File: config.mk
export PLATFORM = sky130hd
export DESIGN_NAME = dmpa_alarm_top
export DESIGN_NICKNAME = d
export VERILOG_FILES = /design/src/dmpa_pkg.sv /design/src/dmpa_chk_if.sv /design/src/dmpa_mode_check.sv /design/src/dmpa_alarm_top.sv
export SDC_FILE = /design/constraint.sdc
export NUM_CORES = 1
export LEC_CHECK = 0
export BUFFER_PORTS_ARGS = -buffer_cell sky130_fd_sc_hd__buf_2
export CAP_MARGIN = 15
export CORE_AREA = 2 2 102 114
export DETAILED_ROUTE_END_ITERATION = 6
export DIE_AREA = 0 0 104 116
export GPL_TIMING_DRIVEN = 0
export PLACE_DENSITY_LB_ADDON = 0.12
export SYNTH_ARGS = -nofsm -noshare
export SYNTH_HDL_FRONTEND = slang
export SYNTH_SLANG_ARGS = --single-unit
File: constraint.sdc
create_clock -name i_clk_sys -period 2.43 [get_ports i_clk_sys]
set_clock_uncertainty 0.1 [all_clocks]
set_input_delay 0.1215 -clock i_clk_sys [delete_from_list [all_inputs] [get_ports i_clk_sys]]
set_output_delay 0.1215 -clock i_clk_sys [all_outputs]
set_load 0.02 [all_outputs]
File: src/dmpa_pkg.sv
// Operation
// [RULE1] Power loss in operation raises power alarm.
// [RULE2] Switch on without main power raises alarm.
// [RULE3] Alarms never force a link state change.
// [RULE4] Power alarm leaves status code zero.
// [RULE5] Power alarm keeps error indicator off.
// [RULE6] Enabling with both mode objects zero alarms.
// [RULE7] Unsupported operating mode write raises alarm.
// [RULE8] Full-closed accepts only position control modes.
// [RULE9] Standard two-degree type rejects 4, 10. The code rejects them only up to edition 2.
// [RULE10] Synchronisation type rejects modes 3, 9.
// [RULE11] Older editions: synchronisation type rejects 4, 10.
// [RULE12] Synchronisation type under full-closed raises alarm.
// [RULE13] Latched alarm flags with numbers until cleared.
package dmpa_pkg;

   // Register byte offsets on the Avalon-MM slave.
   localparam logic [4:0] OFS_STATUS = 5'h00;
   localparam logic [4:0] OFS_MASK = 5'h04;
   localparam logic [4:0] OFS_ABORT = 5'h08;
   localparam logic [4:0] OFS_CONFIG = 5'h0c;
   localparam logic [4:0] OFS_ALARM = 5'h10;
   localparam logic [4:0] OFS_OBSERVE = 5'h14;

   // Alarm bit positions in the status and mask registers.
   localparam int ALM_MPL = 0;
   localparam int ALM_CMS = 1;
   localparam int ALM_N = 2;

   // Configuration register fields.
   localparam int CFG_FC_BIT = 0;
   localparam int CFG_TDOF_EN_BIT = 1;
   localparam int CFG_TDOF_SYNC_BIT = 2;
   localparam int CFG_ED_LSB = 4;

   // Reset values.
   localparam logic [7:0] CFG_RST = 8'h00;
   localparam logic [15:0] ABORT_RST = 16'h0000;
   localparam logic [1:0] MASK_RST = 2'h0;

   // Abort option value that arms the power loss alarm.
   localparam logic [15:0] ABORT_ARM = 16'h0001;

   // Status code reported to the host by these alarms.
   localparam logic [15:0] AL_CODE_NONE = 16'h0000;

   // Alarm numbers reported with each latched flag.
   localparam logic [7:0] ALM_MAIN_NUM = 8'h58;
   localparam logic [7:0] ALM_SUB_MPL = 8'h00;
   localparam logic [7:0] ALM_SUB_CMS = 8'h01;

   // Error indicator pattern meaning off.
   localparam logic [1:0] LED_OFF = 2'h0;

   // Drive power state codes.
   localparam logic [2:0] PDS_READY = 3'h2;
   localparam logic [2:0] PDS_OP_EN = 3'h4;
   localparam logic [2:0] PDS_QSTOP = 3'h5;

   // Link state machine codes.
   localparam logic [3:0] ESM_PREOP = 4'h2;
   localparam logic [3:0] ESM_SAFEOP = 4'h4;
   localparam logic [3:0] ESM_OP = 4'h8;

   // Operating mode codes and edition limits.
   localparam logic [7:0] MODE_NONE = 8'h00;
   localparam logic [7:0] MODE_PV = 8'h03;
   localparam logic [7:0] MODE_TQ = 8'h04;
   localparam logic [7:0] MODE_CSV = 8'h09;
   localparam logic [7:0] MODE_CST = 8'h0a;
   localparam logic [3:0] ED_STD_MAX = 4'h2;
   localparam logic [3:0] ED_SYNC_TQ_MAX = 4'h4;

   // Bus slave states, Gray ordered.
   typedef enum logic [0:0] {
      AV_IDLE = 1'b0,
      AV_RESP = 1'b1
   } dmpa_av_st_t;

endpackage

File: src/dmpa_chk_if.sv
`timescale 1ns/1ps
`default_nettype none
// Carries mode writes and configuration to the mode checker.
interface dmpa_chk_if;
   logic mode_wr;         // One-cycle mode write strobe.
   logic [7:0] mode;      // Value being written.
   logic cfg_wr;          // One-cycle pulse after a config update.
   logic fc;              // Full-closed control selected.
   logic tdof_en;         // Two-degree control selected.
   logic tdof_sync;       // Synchronisation type when set.
   logic [3:0] edition;   // Function edition number.
   logic viol;            // One-cycle violation pulse.
   modport top (output mode_wr, mode, cfg_wr, fc, tdof_en, tdof_sync, edition, input viol);
   modport chk (input mode_wr, mode, cfg_wr, fc, tdof_en, tdof_sync, edition, output viol);
endinterface
`default_nettype wire

File: src/dmpa_mode_check.sv
`timescale 1ns/1ps
`default_nettype none
// Judges each mode write and each config update against the control setup.
module dmpa_mode_check #(
   parameter logic [15:0] SUPPORTED_MASK = 16'h07db,
   parameter logic [15:0] POSITION_MASK = 16'h01c2
) (
   input wire logic i_clk_sys,
   input wire logic i_srst,
   dmpa_chk_if.chk chk
);

   // Registered state of the checker.
   typedef struct packed {
      logic viol;
   } dmpa_chk_state_t;

   dmpa_chk_state_t st_r;
   dmpa_chk_state_t st_nxt;
   logic in_table;  // Mode code falls inside the lookup range.
   logic supported; // Mode is one the drive offers.
   logic position;  // Mode is a position control mode.
   logic bad_mode;  // Mode write breaks some setup limit.
   logic bad_cfg;   // Configuration itself is illegal.

   // Evaluates the write against the mode tables and setup.
   always_comb begin
      in_table = (chk.mode[7:4] == 4'h0);
      supported = in_table && SUPPORTED_MASK[chk.mode[3:0]];
      position = in_table && POSITION_MASK[chk.mode[3:0]];
      bad_mode = 1'b0;
      if (!supported) begin
         bad_mode = 1'b1; // [RULE7]
      end
      if (chk.fc && !position && (chk.mode != dmpa_pkg::MODE_NONE)) begin
         bad_mode = 1'b1; // [RULE8]
      end
      if (chk.tdof_en && !chk.tdof_sync && (chk.edition <= dmpa_pkg::ED_STD_MAX) &&
          ((chk.mode == dmpa_pkg::MODE_TQ) || (chk.mode == dmpa_pkg::MODE_CST))) begin
         bad_mode = 1'b1; // [RULE9]
      end
      if (chk.tdof_en && chk.tdof_sync &&
          ((chk.mode == dmpa_pkg::MODE_PV) || (chk.mode == dmpa_pkg::MODE_CSV))) begin
         bad_mode = 1'b1; // [RULE10]
      end
      if (chk.tdof_en && chk.tdof_sync && (chk.edition <= dmpa_pkg::ED_SYNC_TQ_MAX) &&
          ((chk.mode == dmpa_pkg::MODE_TQ) || (chk.mode == dmpa_pkg::MODE_CST))) begin
         bad_mode = 1'b1; // [RULE11]
      end
      bad_cfg = chk.fc && chk.tdof_en && chk.tdof_sync; // [RULE12]
      st_nxt.viol = (chk.mode_wr && bad_mode) || (chk.cfg_wr && bad_cfg);
      if (i_srst) begin
         st_nxt.viol = 1'b0;
      end
   end

   // Registers the violation pulse.
   always_ff @(posedge i_clk_sys) begin
      st_r <= st_nxt;
   end

   assign chk.viol = st_r.viol;

endmodule
`default_nettype wire

File: src/dmpa_alarm_top.sv
// Chosen here: the Avalon-MM slave port and the address map.
`timescale 1ns/1ps
`default_nettype none
// Power loss and control mode alarm detection with an Avalon-MM register slave.
module dmpa_alarm_top #(
   parameter logic [15:0] SUPPORTED_MASK = 16'h07db,
   parameter logic [15:0] POSITION_MASK = 16'h01c2
) (
   input wire logic i_clk_sys,
   input wire logic i_srst,
   input wire logic [4:0] i_avs_address,
   input wire logic i_avs_read,
   input wire logic i_avs_write,
   input wire logic [31:0] i_avs_writedata,
   input wire logic [3:0] i_avs_byteenable,
   output logic [31:0] o_avs_readdata,
   output logic o_avs_waitrequest,
   input wire logic i_main_power_on,
   input wire logic [2:0] i_pds_state,
   input wire logic [3:0] i_esm_state,
   input wire logic i_switch_on_cmd,
   input wire logic i_mode_wr,
   input wire logic [7:0] i_mode_wr_data,
   input wire logic [7:0] i_mode_display,
   input wire logic [1:0] i_err_led_req,
   output logic [1:0] o_err_led,
   output logic [15:0] o_al_status_code,
   output logic o_esm_force_req,
   output logic o_main_power_loss_alarm,
   output logic o_control_mode_setting_alarm,
   output logic o_irq
);

   // Whole registered state of the block.
   typedef struct packed {
      dmpa_pkg::dmpa_av_st_t av_st;   // Bus slave phase.
      logic [31:0] rdata;             // Captured read data.
      logic [1:0] status;             // Sticky alarm flags.
      logic [1:0] mask;               // Interrupt enables.
      logic [15:0] abort_opt;         // Abort connection option code.
      logic [7:0] cfg;                // Control setup fields.
      logic cfg_wr;                   // Pulse after a config write.
      logic mode_wr;                  // Registered mode write strobe.
      logic [7:0] mode_obj;           // Last written operating mode.
      logic [2:0] pds_prev;           // Drive state one cycle ago.
      logic irq;                      // Interrupt level.
      logic [1:0] led;                // Error indicator pattern.
      logic [15:0] al_code;           // Status code toward the host.
      logic esm_force;                // Forced link transition request.
   } dmpa_top_state_t;

   dmpa_top_state_t st_r;
   dmpa_top_state_t st_nxt;
   logic bus_req;       // A read or write is presented.
   logic acc_done;      // The access completes at this edge.
   logic wr_done;       // A write completes at this edge.
   logic esm_live;      // Link is in a state where power loss counts.
   logic armed;         // Abort option arms the power loss alarm.
   logic mpl_run;       // Power lost while running.
   logic mpl_switch;    // Switch on refused for lack of power.
   logic cms_enable;    // Enabled with both mode objects zero.
   logic [1:0] alm_set; // Detection events this cycle.
   logic [1:0] alm_clr; // Write-one-to-clear requests this cycle.
   logic [31:0] rd_mux; // Read data selected by address.

   // Link toward the mode checker.
   dmpa_chk_if chk_if ();

   // Mode write and configuration go to the checker from registers.
   assign chk_if.mode_wr = st_r.mode_wr;
   assign chk_if.mode = st_r.mode_obj;
   assign chk_if.cfg_wr = st_r.cfg_wr;
   assign chk_if.fc = st_r.cfg[dmpa_pkg::CFG_FC_BIT];
   assign chk_if.tdof_en = st_r.cfg[dmpa_pkg::CFG_TDOF_EN_BIT];
   assign chk_if.tdof_sync = st_r.cfg[dmpa_pkg::CFG_TDOF_SYNC_BIT];
   assign chk_if.edition = st_r.cfg[dmpa_pkg::CFG_ED_LSB +: 4];

   // Mode checker instance.
   dmpa_mode_check #(
      .SUPPORTED_MASK(SUPPORTED_MASK),
      .POSITION_MASK(POSITION_MASK)
   ) u_chk (
      .i_clk_sys(i_clk_sys),
      .i_srst(i_srst),
      .chk(chk_if.chk)
   );

   // Merges write data into a register under byte enables.
   function automatic logic [31:0] be_merge(input logic [31:0] old_v, input logic [31:0] new_v,
                                             input logic [3:0] be);
      logic [31:0] res;
      res = old_v;
      for (int b = 0; b < 4; b++) begin
         if (be[b]) begin
            res[b*8 +: 8] = new_v[b*8 +: 8];
         end
      end
      return res;
   endfunction

   // Bus handshake and detection terms.
   always_comb begin
      bus_req = i_avs_read || i_avs_write;
      acc_done = bus_req && (st_r.av_st == dmpa_pkg::AV_RESP);
      wr_done = acc_done && i_avs_write;
      esm_live = (i_esm_state == dmpa_pkg::ESM_PREOP) || (i_esm_state == dmpa_pkg::ESM_SAFEOP) ||
                 (i_esm_state == dmpa_pkg::ESM_OP);
      armed = (st_r.abort_opt == dmpa_pkg::ABORT_ARM);
      mpl_run = armed && !i_main_power_on && esm_live &&
                ((i_pds_state == dmpa_pkg::PDS_OP_EN) || (i_pds_state == dmpa_pkg::PDS_QSTOP)); // [RULE1]
      mpl_switch = armed && !i_main_power_on && esm_live && i_switch_on_cmd &&
                   (i_pds_state == dmpa_pkg::PDS_READY); // [RULE2]
      cms_enable = (i_pds_state == dmpa_pkg::PDS_OP_EN) && (st_r.pds_prev != dmpa_pkg::PDS_OP_EN) &&
                   (st_r.mode_obj == dmpa_pkg::MODE_NONE) &&
                   (i_mode_display == dmpa_pkg::MODE_NONE); // [RULE6]
      alm_set[dmpa_pkg::ALM_MPL] = mpl_run || mpl_switch;
      alm_set[dmpa_pkg::ALM_CMS] = cms_enable || chk_if.viol;
      alm_clr = '0;
      if (wr_done && (i_avs_address == dmpa_pkg::OFS_STATUS) && i_avs_byteenable[0]) begin
         alm_clr = i_avs_writedata[1:0];
      end
   end

   // Read data selection by address.
   always_comb begin
      rd_mux = 32'h0000_0000;
      if (i_avs_address == dmpa_pkg::OFS_STATUS) begin
         rd_mux[1:0] = st_r.status;
      end else if (i_avs_address == dmpa_pkg::OFS_MASK) begin
         rd_mux[1:0] = st_r.mask;
      end else if (i_avs_address == dmpa_pkg::OFS_ABORT) begin
         rd_mux[15:0] = st_r.abort_opt;
      end else if (i_avs_address == dmpa_pkg::OFS_CONFIG) begin
         rd_mux[7:0] = st_r.cfg;
      end else if (i_avs_address == dmpa_pkg::OFS_ALARM) begin
         // Each latched alarm shows its main and sub number.
         if (st_r.status[dmpa_pkg::ALM_MPL]) begin
            rd_mux[15:0] = {dmpa_pkg::ALM_SUB_MPL, dmpa_pkg::ALM_MAIN_NUM}; // [RULE13]
         end
         if (st_r.status[dmpa_pkg::ALM_CMS]) begin
            rd_mux[31:16] = {dmpa_pkg::ALM_SUB_CMS, dmpa_pkg::ALM_MAIN_NUM}; // [RULE13]
         end
      end else if (i_avs_address == dmpa_pkg::OFS_OBSERVE) begin
         // Live view of the inputs the detectors use.
         rd_mux[2:0] = i_pds_state;
         rd_mux[7:4] = i_esm_state;
         rd_mux[8] = i_main_power_on;
         rd_mux[23:16] = st_r.mode_obj;
         rd_mux[31:24] = i_mode_display;
      end
   end

   // Next-state logic for the whole block.
   always_comb begin
      logic [31:0] merged;
      merged = 32'h0000_0000;
      st_nxt = st_r;
      st_nxt.cfg_wr = 1'b0;
      st_nxt.mode_wr = i_mode_wr;
      st_nxt.pds_prev = i_pds_state;
      // Bus slave phase: one wait cycle, then the access completes.
      case (st_r.av_st)
         dmpa_pkg::AV_IDLE: begin
            if (bus_req) begin
               st_nxt.av_st = dmpa_pkg::AV_RESP;
               st_nxt.rdata = i_avs_read ? rd_mux : 32'h0000_0000;
            end
         end
         dmpa_pkg::AV_RESP: begin
            st_nxt.av_st = dmpa_pkg::AV_IDLE;
         end
         default: begin
            st_nxt.av_st = dmpa_pkg::AV_IDLE;
         end
      endcase
      // Writes to the software registers.
      if (wr_done) begin
         if (i_avs_address == dmpa_pkg::OFS_MASK) begin
            merged = be_merge({30'h0, st_r.mask}, i_avs_writedata, i_avs_byteenable);
            st_nxt.mask = merged[1:0];
         end else if (i_avs_address == dmpa_pkg::OFS_ABORT) begin
            merged = be_merge({16'h0000, st_r.abort_opt}, i_avs_writedata, i_avs_byteenable);
            st_nxt.abort_opt = merged[15:0];
         end else if (i_avs_address == dmpa_pkg::OFS_CONFIG) begin
            merged = be_merge({24'h00_0000, st_r.cfg}, i_avs_writedata, i_avs_byteenable);
            st_nxt.cfg = merged[7:0];
            st_nxt.cfg_wr = i_avs_byteenable[0];
         end
      end
      // The mode object holds the host's latest operating mode.
      if (i_mode_wr) begin
         st_nxt.mode_obj = i_mode_wr_data;
      end
      // Sticky flags: a detection in the clearing cycle wins.
      for (int a = 0; a < dmpa_pkg::ALM_N; a++) begin
         st_nxt.status[a] = (st_r.status[a] && !alm_clr[a]) || alm_set[a]; // [RULE13]
      end
      st_nxt.irq = |(st_nxt.status & st_r.mask);
      // Alarms here never ask the link to change state.
      st_nxt.esm_force = 1'b0; // [RULE3]
      st_nxt.al_code = dmpa_pkg::AL_CODE_NONE; // [RULE4]
      // Indicator is forced off while the power alarm stands.
      if (st_nxt.status[dmpa_pkg::ALM_MPL]) begin
         st_nxt.led = dmpa_pkg::LED_OFF; // [RULE5]
      end else begin
         st_nxt.led = i_err_led_req;
      end
      // Synchronous reset returns everything to defaults.
      if (i_srst) begin
         st_nxt.av_st = dmpa_pkg::AV_IDLE;
         st_nxt.rdata = 32'h0000_0000;
         st_nxt.status = '0;
         st_nxt.mask = dmpa_pkg::MASK_RST;
         st_nxt.abort_opt = dmpa_pkg::ABORT_RST;
         st_nxt.cfg = dmpa_pkg::CFG_RST;
         st_nxt.cfg_wr = 1'b0;
         st_nxt.mode_wr = 1'b0;
         st_nxt.mode_obj = dmpa_pkg::MODE_NONE;
         st_nxt.pds_prev = 3'h0;
         st_nxt.irq = 1'b0;
         st_nxt.led = dmpa_pkg::LED_OFF;
      end
   end

   // Registers the whole state.
   always_ff @(posedge i_clk_sys) begin
      st_r <= st_nxt;
   end

   // Waitrequest falls only in the completion phase.
   assign o_avs_waitrequest = (st_r.av_st != dmpa_pkg::AV_RESP);
   assign o_avs_readdata = st_r.rdata;
   assign o_err_led = st_r.led;
   assign o_al_status_code = st_r.al_code;
   assign o_esm_force_req = st_r.esm_force;
   assign o_main_power_loss_alarm = st_r.status[dmpa_pkg::ALM_MPL];
   assign o_control_mode_setting_alarm = st_r.status[dmpa_pkg::ALM_CMS];
   assign o_irq = st_r.irq;

endmodule
`default_nettype wire

== Yosys cells after proc, flatten, opt, wreduce, memory -nomap -nowiden ==
Memory sizes are Yosys's and may differ from the RTL's. A register that Yosys moved wholly into a read port is not among the register bits.
Cells that the tools add are included.
Operators by class
  div/mod/pow operators: 0
  bitwise gates (word level): 6
  magnitude comparators: 3
  eq/ne operators: 17
  shifts and indexed selects: 0
  reductions and logical operators: 58
  add/sub/neg operators: 0
  $mul: 0
  multiplexer cells: 38
Operators with widths (count)
  two-way mux 16 bit: 9
  two-way mux 30 bit: 2
  two-way mux 33 bit: 1
  two-way mux 32 bit: 1
  logical AND 1 bit: 29
  two-way mux 24 bit: 1
  equality test 16 x 1 -> 1 bit (second input constant): 1
  equality test 8 x 4 -> 1 bit (second input constant): 2
  zero test 8 bit: 2
  two-way mux 4 bit: 4
  two-way mux 7 bit: 2
  logical OR 1 bit: 11
  equality test 5 x 4 -> 1 bit (second input constant): 2
  equality test 5 bit (second input constant): 2
  two-way mux 5 bit: 2
  two-way mux 9 bit: 1
  equality test 8 x 2 -> 1 bit (second input constant): 1
  equality test 8 x 3 -> 1 bit (second input constant): 1
  two-way mux 1 bit: 8
  two-way mux 8 bit: 1
  AND reduction 4 bit: 2
  nonzero test 8 bit: 1
  equality test 3 bit (second input constant): 2
  two-way mux 2 bit: 3
  other kinds (21): 31
Storage, ports and cells
  RAM bits: 0
  memories kept: 2
  input bits: 73
  bits in registers: 78
  logic and storage cells: 138
  latch bits: 0
  ROM bits: 32
  output and inout bits: 55
Memory list
  (no name shown): words 16, width 1, rd ports 1, clocked after memory_dff 1, wr ports 0, line dmpa_mode_check.sv:29  | supported = in_table && SUPPORTED_MASK[chk.mode[3:0]];
  (no name shown): words 16, width 1, rd ports 1, clocked after memory_dff 1, wr ports 0, line dmpa_mode_check.sv:30  | position = in_table && POSITION_MASK[chk.mode[3:0]];

== Depth between registers and ports, before layout ==
Gate-level depths: netlist of run 1.
  depth after elaboration: 14
  gate-level depth with buffers: 6
  mapped depth without buffers: 5

== Cells and area by module ==
From an unflattened synthesis of run 1, not the netlist that was laid out.
Unflattened totals
  cells, all modules: 418
  area total of the unflattened synthesis: 3688.5 um2
Modules (own cells, without submodules)
  dmpa_alarm_top: sequential area each 1541.5 um2, instances 1, cells an instance 395, area each 3534.6 um2
  dmpa_mode_check: sequential area each 20.0 um2, instances 1, cells an instance 23, area each 153.9 um2

== Worst setup path after synthesis of run 1 ==
No wires, ideal clock.
  path kind: flip-flop to flip-flop
  start point: reg st_r, in the netlist chk_if.mode[0]
  end point: reg u_chk.st_r, in the netlist u_chk.chk.viol
  path buffers: 0
  period minus slack after synthesis: 1711 ps
  data required time: 2213 ps
  library setup time: 117 ps
  cell stages (with the launch flop): 5
  arrival time: 1494 ps
  setup slack: 719 ps
  cell sequence: dfxtp_1 -> or4_4 -> a311oi_2 -> o221ai_1 -> a32o_1
On the way
  longest elaborated chain between the ends: 8
  elaborated cells between the ends (all ways): 17
  those cells by class: 4 x eq/ne; 4 x mux; 9 x reduce/logical
Ends and longest elaborated chain
  start: declaration: line dmpa_alarm_top.sv:52  | dmpa_top_state_t st_r;
  start signal: assignment: line dmpa_alarm_top.sv:227  | st_r <= st_nxt;
  nonzero test 8 bit (tied with other cells): line dmpa_mode_check.sv:35  | if (chk.fc && !position && (chk.mode != dmpa_pkg::MODE_NONE)) begin
  logical AND 1 bit / logical OR 1 bit (equally long branches): line dmpa_mode_check.sv:35, dmpa_mode_check.sv:39, dmpa_mode_check.sv:47
  two-way mux 1 bit / logical AND 1 bit (equally long branches): line dmpa_mode_check.sv:35, dmpa_mode_check.sv:38
  two-way mux 1 bit: line dmpa_mode_check.sv:38  | if (chk.tdof_en && !chk.tdof_sync && (chk.edition <= dmpa_pkg::ED_STD_MAX) &&
  two-way mux 1 bit: line dmpa_mode_check.sv:42  | if (chk.tdof_en && chk.tdof_sync &&
  two-way mux 1 bit *: line dmpa_mode_check.sv:46  | if (chk.tdof_en && chk.tdof_sync && (chk.edition <= dmpa_pkg::ED_SYNC_TQ_MAX) &&
  logical AND 1 bit *: line dmpa_mode_check.sv:51  | st_nxt.viol = (chk.mode_wr && bad_mode) || (chk.cfg_wr && bad_cfg);
  logical OR 1 bit *: line dmpa_mode_check.sv:51
  end signal: assignment: line dmpa_mode_check.sv:59  | st_r <= st_nxt;
  end: declaration: line dmpa_mode_check.sv:18  | dmpa_chk_state_t st_r;
Every way passes the cells marked *; elsewhere a longest branch is shown, timed or not.
A chain may end at the register's enable or synchronous reset.

== Worst setup path after layout of run 1 ==
  start point: reg st_r[93] (netlist name)
  end point: reg st_r[42] (netlist name)
On the way
  longest elaborated chain between the ends: 3
Ends and longest elaborated chain
  logical AND 1 bit: line dmpa_alarm_top.sv:104  | acc_done = bus_req && (st_r.av_st == dmpa_pkg::AV_RESP);
  logical AND 1 bit: line dmpa_alarm_top.sv:105  | wr_done = acc_done && i_avs_write;
  AND reduction 4 bit (no line)
Every way passes these cells.

==> impl_metrics.json, run 1 <==
{
  "worstReg2RegEnd": "st_r[42]",
  "wirelength_mm": 10.82,
  "dieArea_mm2": 0.01206,
  "leakagePower_nw": 2.290,
  "min_delay_path_depth": 3,
  "io_pins": 128,
  "post_cts_buffers": 0,
  "reg2reg_from": "st_r[93]",
  "stdcell_count": 718,
  "ys.flop_type": "dfxtp_1",
  "hold_end": "o_avs_readdata[4]",
  "synth_area_per_cell_um2": 8.890,
  "finalSetupViolations": 0,
  "antenna_found_initial": 0,
  "drv_cap": 0,
  "worstPathMaxFanout": 10,
  "netlist_instances": 418,
  "cp.arrival_ns": 2.08,
  "ys_ff_latch": 80,
  "synth_area_mm2": 0.003716,
  "seq_area_mm2": 0.001602,
  "multi_input_area_mm2": 0.001660,
  "port_buffers": 89,
  "drc": 0,
  "timing.fmax_mhz": 505.9,
  "cts-root-buf": "clkbuf_16",
  "dp_hpwl_mm": 8.238,
  "fin_ws_ns": 0.4534,
  "dp_slack_ns": 0.4732,
  "min_path_type": "input port to flop",
  "cts_tree": "done",
  "synth_seq_area_share_pct": 43.10,
  "final_antenna_net_count": 0,
  "crit_start": "st_r[93]",
  "die_h_um": 116,
  "critical_path_class": "flop to flop",
  "cp_data_required_time_ns": 2.53,
  "clock_path_buffers": 2,
  "peakVddDrop_mv": 0.3871,
  "maxSlewHeadroom_pct": 39.32,
  "synth_cell_type_count": 58,
  "fp.dieW_um": 104,
  "antenna_cells": 0,
  "layout_min_cycle_time_ns": 1.977,
  "drv_slew": 0,
  "rsz0062_at_grt": "false",
  "core_area_mm2": 0.01081,
  "nets": 639,
  "clk_pin_slew_worst_paths_ns": 0.07,
  "setup_tns_ns": 0,
  "ys_warn_count": 0,
  "drive_gt1_share_pct": 30.65,
  "wl_per_cell_um": 15.08,
  "clk_latency_ns": 0.34,
  "vias": 3379,
  "grt.overflow.total": 0,
  "grt_first_pass_wirelength_mm": 16.83,
  "start_kind": "flop",
  "layout_commonest_cell": "buf_2",
  "final_core_util_pct": 46.76,
  "area_delta_synth_final_pct": 36.03,
  "r2r_setup_slack_ns": 0.45,
  "rows": 40,
  "max_slew.worst_pin.slew_ns": 0.9084,
  "start_util_pct": 34.38,
  "globalplace.congestion": 0.8643,
  "post-route-period-util_pct": 81.34,
  "grt_max_degree": 16,
  "grt_pass1_vias": 3182,
  "firstDrtPassIters": 5,
  "p_per_area_mw_per_mm2": 627.4,
  "placedCellCount": 670,
  "htreeDepth": 3,
  "synth_edf_count": 0,
  "fillCellCount": 1089,
  "hold_ws_ns": 0.02031,
  "track_usage_pct": 17.90,
  "cp-end-kind": "flop",
  "async_flop_share_pct": 0,
  "routed_via_density": 4.706,
  "outcome": "completed",
  "worst_r2r_path_depth": 5,
  "cts_buffers": 9,
  "layout_common_cells": "buf_2, dfxtp_1, nor2_1",
  "final-hold-violation-count": 0,
  "min_from": "i_esm_state[0]",
  "cts_sinks": 80,
  "drtIter0Drc": 151
}
==> power breakdown <==
part / switching, mW / internal (mW)
clock network: 0.570 / 0.912
logic: 0.189 / 0.148
registers: 0.0184 / 1.33
==> per-layer routing <==
metal  up-vias  wire (um)  GRT usage [%]
met3        10        484          2.587
met1      1574       4890          22.33
met2        92       5322          31.58
met4         0        126          6.847
li1       1703          -              -
met5         -          0              0
==> cell usage after synthesis (5+ instances only) <==
library cell | n | share of area [%]
mux2i_1 | 28 | 7.5
dfxtp_1 | 80 | 43
clkbuf_1 | 10 | 1.0
nor2_1 | 59 | 6.0
and3_1 | 7 | 1.2
nand2_1 | 21 | 2.1
o21ai_0 | 17 | 2.3
buf_1 | 5 | 0.51
a22oi_1 | 20 | 4.0
buf_4 | 53 | 11
nand3_1 | 10 | 1.3
nor4_1 | 7 | 1.2
inv_1 | 12 | 1.2
a21oi_1 | 20 | 2.7
nor2b_1 | 5 | 0.84
==> metrics by stage <==
| step | total power, mW | area, um^2 |
|---|---|---|
| after floorplan | 1.560 | 3776 |
| after global placement | 1.673 | 4405 |
| after detailed placement | 1.677 | 4405 |
| after CTS | 3.194 | 5055 |
| after global routing | 3.284 | 5055 |
| final | 3.171 | 5055 |
==> flip-flops by register name, summed over array words and instances, names as in the netlist, named ones only <==
name / cells
chk_if.tdof_sync: 1
st_r: 23
chk_if.cfg_wr: 1
chk_if.mode: 8
o_irq: 1
chk_if.tdof_en: 1
chk_if.edition: 4
o_err_led: 2
o_avs_readdata: 32
o_main_power_loss_alarm: 1
chk_if.mode_wr: 1
chk_if.fc: 1
o_control_mode_setting_alarm: 1
u_chk.chk.viol: 1
==> kinds of logic (layout without fill, tap and decap cells) <==
kind of cell	after synthesis	after routing	synth area share, %
muxes	28	28	7.542
AOI/OAI and AO/OA	82	82	14.71
buffers and inverters	83	220	13.84
xor gates and xnor gates	3	3	0.7072
and+or+nand+nor	141	141	20.00
DFF	80	80	43.10
other	1	17	0.1009
==> final cells by class <==
type                            count  area share [%]
Timing Repair Buffer              121           15.15
Sequential cell                    80           31.68
Tap cell                          147           3.639
Buffer                             71           9.282
Clock buffer                        9           4.455
Multi-Input combinational cell    271           32.85
Clock inverter                      7           2.054
Inverter                           12          0.8911
==> worst max-delay path by stage <==
stage	to	slack, ns	cells past startpoint
3_3_place_gp	st_r[42]	0.51	5
4_1_cts	st_r[42]	0.46	5
6_report	st_r[42]	0.45	5
3_5_place_dp	st_r[42]	0.47	5
2_1_floorplan	u_chk.chk.viol	0.72	4
5_1_grt	st_r[42]	0.30	5
==> what timing repair did <==
| item | CTS | global route |
|---|---|---|
| gates resized for setup | 0 | 0 |
| setup endpoints to repair | 0 | 0 |
| hold buffers | 32 | 0 |
| hold endpoints to repair | 40 | 0 |
==> worst max-delay path, stage by stage, from the launching register on <==
cell,delay [ns]
dfxtp_1,0.42
and3_1,0.25
clkbuf_1,0.35
nand3_1,0.39
mux2i_1,0.26
nor2_1,0.07
(Power assumes the default switching activity.)
==> run 2, diff against run 1 <==
==> constraint.sdc (replaced) <==
create_clock -name i_clk_sys -period 1.9 [get_ports i_clk_sys]
set_clock_uncertainty 0.1 [all_clocks]
set_input_delay 0.095 -clock i_clk_sys [delete_from_list [all_inputs] [get_ports i_clk_sys]]
set_output_delay 0.095 -clock i_clk_sys [all_outputs]
set_load 0.02 [all_outputs]
==> run 2 against run 1 <==
Effect of this change:
- clock power is 28% higher
- core utilization increased by 0.69 points
- largest cell class unchanged
- register-to-register slack lost 0.41 ns
- setup slack got worse by 0.41 ns
- die area stayed put
- design area is 1.5% higher
- fmax increased by 6.4%
- routed wire length is 0.26% higher
==> impl_metrics.json, run 2 (same netlist as run 1, synthesis figures left out) <==
{
  "cts_buffers": 9,
  "routed_via_density": 4.681,
  "wl_per_cell_um": 14.99,
  "grt.overflow.total": 0,
  "finalSetupViolations": 0,
  "multi_input_area_mm2": 0.001670,
  "worst_r2r_path_depth": 4,
  "port_buffers": 89,
  "grt_first_pass_wirelength_mm": 16.91,
  "clk_pin_slew_worst_paths_ns": 0.06,
  "maxSlewHeadroom_pct": 38.62,
  "drv_cap": 0,
  "drive_gt1_share_pct": 31.89,
  "path_cells": "or4_4 > a311oi_2 > o221ai_1 > a32o_1",
  "worstPathMaxFanout": 4,
  "cp-end-kind": "flop",
  "grt_max_degree": 16,
  "rows": 40,
  "clock_path_buffers": 2,
  "p_per_area_mw_per_mm2": 793.0,
  "clk_latency_ns": 0.34,
  "dp_hpwl_mm": 8.238,
  "stdcell_count": 724,
  "cp_num_buf_inv": 0,
  "globalplace.congestion": 0.8643,
  "htreeDepth": 3,
  "min_from": "i_esm_state[2]",
  "max_slew.worst_pin.slew_ns": 0.9189,
  "leakagePower_nw": 2.325,
  "core_area_mm2": 0.01081,
  "critPathSlowestCell": "or4_4",
  "layout_min_cycle_time_ns": 1.858,
  "min_path_type": "input port to flop",
  "post-route-period-util_pct": 97.80,
  "antenna_cells": 0,
  "hold_end": "o_avs_readdata[6]",
  "final_antenna_net_count": 0,
  "placed_area_mm2": 0.004405,
  "largest_register_ffs": 32,
  "timing.fmax_mhz": 538.1,
  "final-hold-violation-count": 0,
  "nets": 645,
  "outcome": "completed",
  "seq_area_mm2": 0.001610,
  "reg2reg_from": "chk_if.mode[1]",
  "dieArea_mm2": 0.01206,
  "start_util_pct": 34.38,
  "wirelength_mm": 10.85,
  "die_h_um": 116,
  "drv_slew": 0,
  "fillCellCount": 1089,
  "grt_pass1_vias": 3199,
  "cts_sinks": 80,
  "peakVddDrop_mv": 0.4954,
  "start_kind": "flop",
  "final_area_mm2": 0.005130,
  "cp_data_required_time_ns": 2.03,
  "drtIter0Drc": 148,
  "firstDrtPassIters": 5,
  "vias": 3389,
  "placedCellCount": 670,
  "fp.dieW_um": 104,
  "r2r_setup_slack_ns": 0.04,
  "cts_tree": "done",
  "slowest_delay_ns": 0.55,
  "worstReg2RegEnd": "u_chk.chk.viol",
  "cts-root-buf": "clkbuf_16",
  "critical_path_class": "flop to flop",
  "cp.arrival_ns": 1.99,
  "setup_tns_ns": 0,
  "drc": 0,
  "rsz0062_at_grt": "true",
  "area_delta_synth_final_pct": 38.05,
  "track_usage_pct": 17.99,
  "total_power_mw": 4.068,
  "min_delay_path_depth": 3,
  "layout_common_cells": "buf_2, dfxtp_1, nor2_1",
  "antenna_found_initial": 0,
  "layout_commonest_cell": "buf_2",
  "io_pins": 128,
  "cp_top_family": "compound AO/OA/AOI/OAI gates"
}
run 2: cell count changes in the layout (fill, tap and decap cells not counted), sizes merged:
cell,before,now
dlygate4sd3,32,35
buf,150,153
run 2: worst max path at each step:
stage | to | start | depth (start not counted) | slack, ns
finish | u_chk.chk.viol | chk_if.mode[1] | 4 | 0.04
detailed placement | st_r[42] | st_r[93] | 5 | -0.06
CTS | u_chk.chk.viol | chk_if.mode[0] | 4 | 0.02
global placement | st_r[42] | st_r[93] | 5 | -0.02
global route | u_chk.chk.viol | chk_if.mode[1] | 4 | -0.01
floorplan | u_chk.chk.viol | chk_if.mode[0] | 4 | 0.19
run 2: cell type report:
type / instances / area share [%]
Timing Repair Buffer: 127 / 15.95
Multi-Input combinational cell: 271 / 32.56
Buffer: 71 / 9.220
Tap cell: 147 / 3.585
Sequential cell: 80 / 31.39
Clock buffer: 9 / 4.390
Clock inverter: 7 / 2.024
Inverter: 12 / 0.8780
run 2: stage by stage:
| step | util, % | hold WS (ns) | setup WS, ns |
|---|---|---|---|
| CTS | 47.09 | 0.006628 | 0.01822 |
| global placement | 40.75 | 0.2298 | -0.02411 |
| detailed placement | 40.75 | 0.2353 | -0.05684 |
| floorplan | - | 0.1232 | 0.1886 |
| global route | 47.45 | 0.04179 | -0.01403 |
| finish | 47.45 | 0.005621 | 0.04175 |
run 2: power by group:
part	switching, mW	internal (mW)	total, mW
Clock	0.727	1.17	1.89
Combinational	0.245	0.201	0.446
Sequential	0.0231	1.71	1.73
run 2: worst min-delay path: cells and delay by family:
family / cells / cell delay [ns]
AOI/OAI and AO/OA: 2 / 0.20
buffers and inverters: 1 / 0.11
run 2: routing by layer:
layer | vias to the layer above | part of all wire (%) | global-route usage [%]
met5 | - | 0 | 0
met3 | 9 | 4.5 | 2.587
met2 | 84 | 50 | 31.80
li1 | 1716 | - | -
met4 | 0 | 1.1 | 6.847
met1 | 1580 | 45 | 22.40
run 2: timing repair:
action                                 4_1_cts  5_1_grt
pin swaps                                    1        3
cloned                                       0        0
endpoints found under the hold margin       44        0
buffers inserted                             0        3
hold buffers                                35        0
setup endpoints to repair                   12       10
gates resized for setup                      3        7
==> run 3, diff against run 2 <==
--- a/config.mk
+++ b/config.mk
@@ -7,11 +7,12 @@
 export LEC_CHECK = 0
 export BUFFER_PORTS_ARGS = -buffer_cell sky130_fd_sc_hd__buf_2
 export CAP_MARGIN = 15
-export CORE_AREA = 2 2 102 114
+export CORE_AREA = 2 2 99 111
 export DETAILED_ROUTE_END_ITERATION = 6
-export DIE_AREA = 0 0 104 116
+export DIE_AREA = 0 0 101 113
 export GPL_TIMING_DRIVEN = 0
 export PLACE_DENSITY_LB_ADDON = 0.12
 export SYNTH_ARGS = -nofsm -noshare
 export SYNTH_HDL_FRONTEND = slang
 export SYNTH_SLANG_ARGS = --single-unit
+export TNS_END_PERCENT = 10
==> run 3 against run 2 <==
Effect of this change:
- the flow now finishes with violations (design-rule violations)
- first-iteration DRC count increased by 30%
- via count increased by 0.94%
- setup slack improved by 0.040 ns
- sequential power about the same
- critical path type unchanged
- critical endpoint unchanged
==> impl_metrics.json, run 3 (same netlist as run 1, synthesis figures left out) <==
{
  "final_core_util_pct": 49.85,
  "outcome": "complete, but fails checks",
  "cts_buffers": 9,
  "cp_data_required_time_ns": 2.02,
  "start_util_pct": 36.26,
  "placedCellCount": 646,
  "finalSetupViolations": 0,
  "core_area_mm2": 0.01025,
  "track_usage_pct": 19.23,
  "antenna_found_initial": 0,
  "io_pins": 128,
  "layout_common_cells": "buf_2, dfxtp_1, nor2_1",
  "drv_cap": 0,
  "clk_pin_slew_worst_paths_ns": 0.06,
  "dp_hpwl_mm": 7.931,
  "total_power_mw": 4.144,
  "peakVddDrop_mv": 0.3766,
  "grt_max_degree": 14,
  "maxSlewHeadroom_pct": 38.46,
  "placed_area_mm2": 0.004375,
  "post-route-period-util_pct": 95.70,
  "drv_slew": 0,
  "firstDrtPassIters": 7,
  "timing.fmax_mhz": 550.0,
  "violations": "design-rule violations",
  "globalplace.congestion": 0.8596,
  "final_antenna_net_count": 0,
  "cts-root-buf": "clkbuf_16",
  "clk_latency_ns": 0.33,
  "fp.dieW_um": 101,
  "layout_min_cycle_time_ns": 1.818,
  "rows": 39,
  "drive_gt1_share_pct": 31.76,
  "dieArea_mm2": 0.01141,
  "cts_sinks": 80,
  "drtIter0Drc": 192,
  "clock_path_buffers": 2,
  "multi_input_area_mm2": 0.001694,
  "port_buffers": 89,
  "nets": 642,
  "p_per_area_mw_per_mm2": 811.1,
  "worstPathMaxFanout": 3,
  "rsz0062_at_grt": "true",
  "final_area_mm2": 0.005109,
  "leakagePower_nw": 2.322,
  "stdcell_count": 696,
  "largest_register_ffs": 32,
  "seq_area_mm2": 0.001604,
  "cts_tree": "done",
  "vias": 3421,
  "max_slew.worst_pin.slew_ns": 0.9213,
  "cp-end-kind": "flop",
  "grt.overflow.total": 0,
  "final-hold-violation-count": 0,
  "grt_first_pass_wirelength_mm": 16.86,
  "layout_commonest_cell": "buf_2",
  "wl_per_cell_um": 15.37,
  "setup_tns_ns": 0,
  "start_kind": "flop",
  "die_h_um": 113,
  "grt_pass1_vias": 3276,
  "wirelength_mm": 10.70,
  "critical_path_class": "flop to flop",
  "min_path_type": "input port to flop",
  "cp.arrival_ns": 1.94,
  "antenna_cells": 0,
  "area_delta_synth_final_pct": 37.47,
  "post_cts_buffers": 0,
  "fillCellCount": 1000,
  "htreeDepth": 3,
  "routed_via_density": 4.915,
  "drc": 1
}
==> run 3: path summary, 6_finish.rpt <==
kind,from,end,slack [ns],cells after the start
setup / recovery,chk_if.mode[4],u_chk.chk.viol,0.08,4
hold / removal,i_esm_state[1],o_avs_readdata[5],0.02,3
setup reg to reg,chk_if.mode[4],u_chk.chk.viol,0.08,4
hold reg to reg,o_avs_readdata[7],o_avs_readdata[7],0.35,2
==> run 3: per-layer routing <==
metal | track usage, % | up-vias | wire length (um) | part of all wire (%)
met4 | 5.405 | 0 | 147 | 1.4
met5 | 0 | - | 0 | 0
met1 | 24.93 | 1582 | 4765 | 45
li1 | - | 1707 | - | -
met2 | 32.58 | 122 | 5232 | 49
met3 | 3.644 | 10 | 555 | 5.2
==> run 3: power breakdown <==
group	switching [mW]	total [mW]	internal (mW)
registers	0.0246	1.73	1.71
clock network	0.658	1.97	1.31
logic	0.243	0.440	0.197
total	0.926	4.14	3.22
==> run 3: area by class of cell <==
cell class / count / area share, %
repair buffers: 124 / 15.58
inverters: 12 / 0.8817
well taps: 123 / 3.012
multi-input cells: 271 / 33.16
flip-flops and latches: 80 / 31.40
clock buffers: 10 / 4.678
plain buffers: 71 / 9.258
clock inverters: 5 / 2.033
==> run 3: per-stage QoR <==
step / hold slack (ns) / setup slack (ns)
2_1_floorplan: 0.1232 / 0.1886
3_3_place_gp: 0.2293 / -0.05192
3_5_place_dp: 0.2309 / -0.05013
4_1_cts: 0.01232 / 0.01547
5_1_grt: 0.04333 / -0.01735
6_report: 0.02343 / 0.08168
==> run 3: worst max-delay path: stages, from the launching register on <==
cell and delay, ns:
dfxtp_1 0.34, or4_4 0.57, a311oi_2 0.25, o221ai_1 0.16, a32o_1 0.28
==> run 3: what timing repair did <==
item                                    in CTS  in global routing
pin swaps                                    0                  1
hold buffers                                35                  0
gates resized for setup                      2                 10
hold endpoints to repair                    45                  0
endpoints found under the setup margin      11                 16
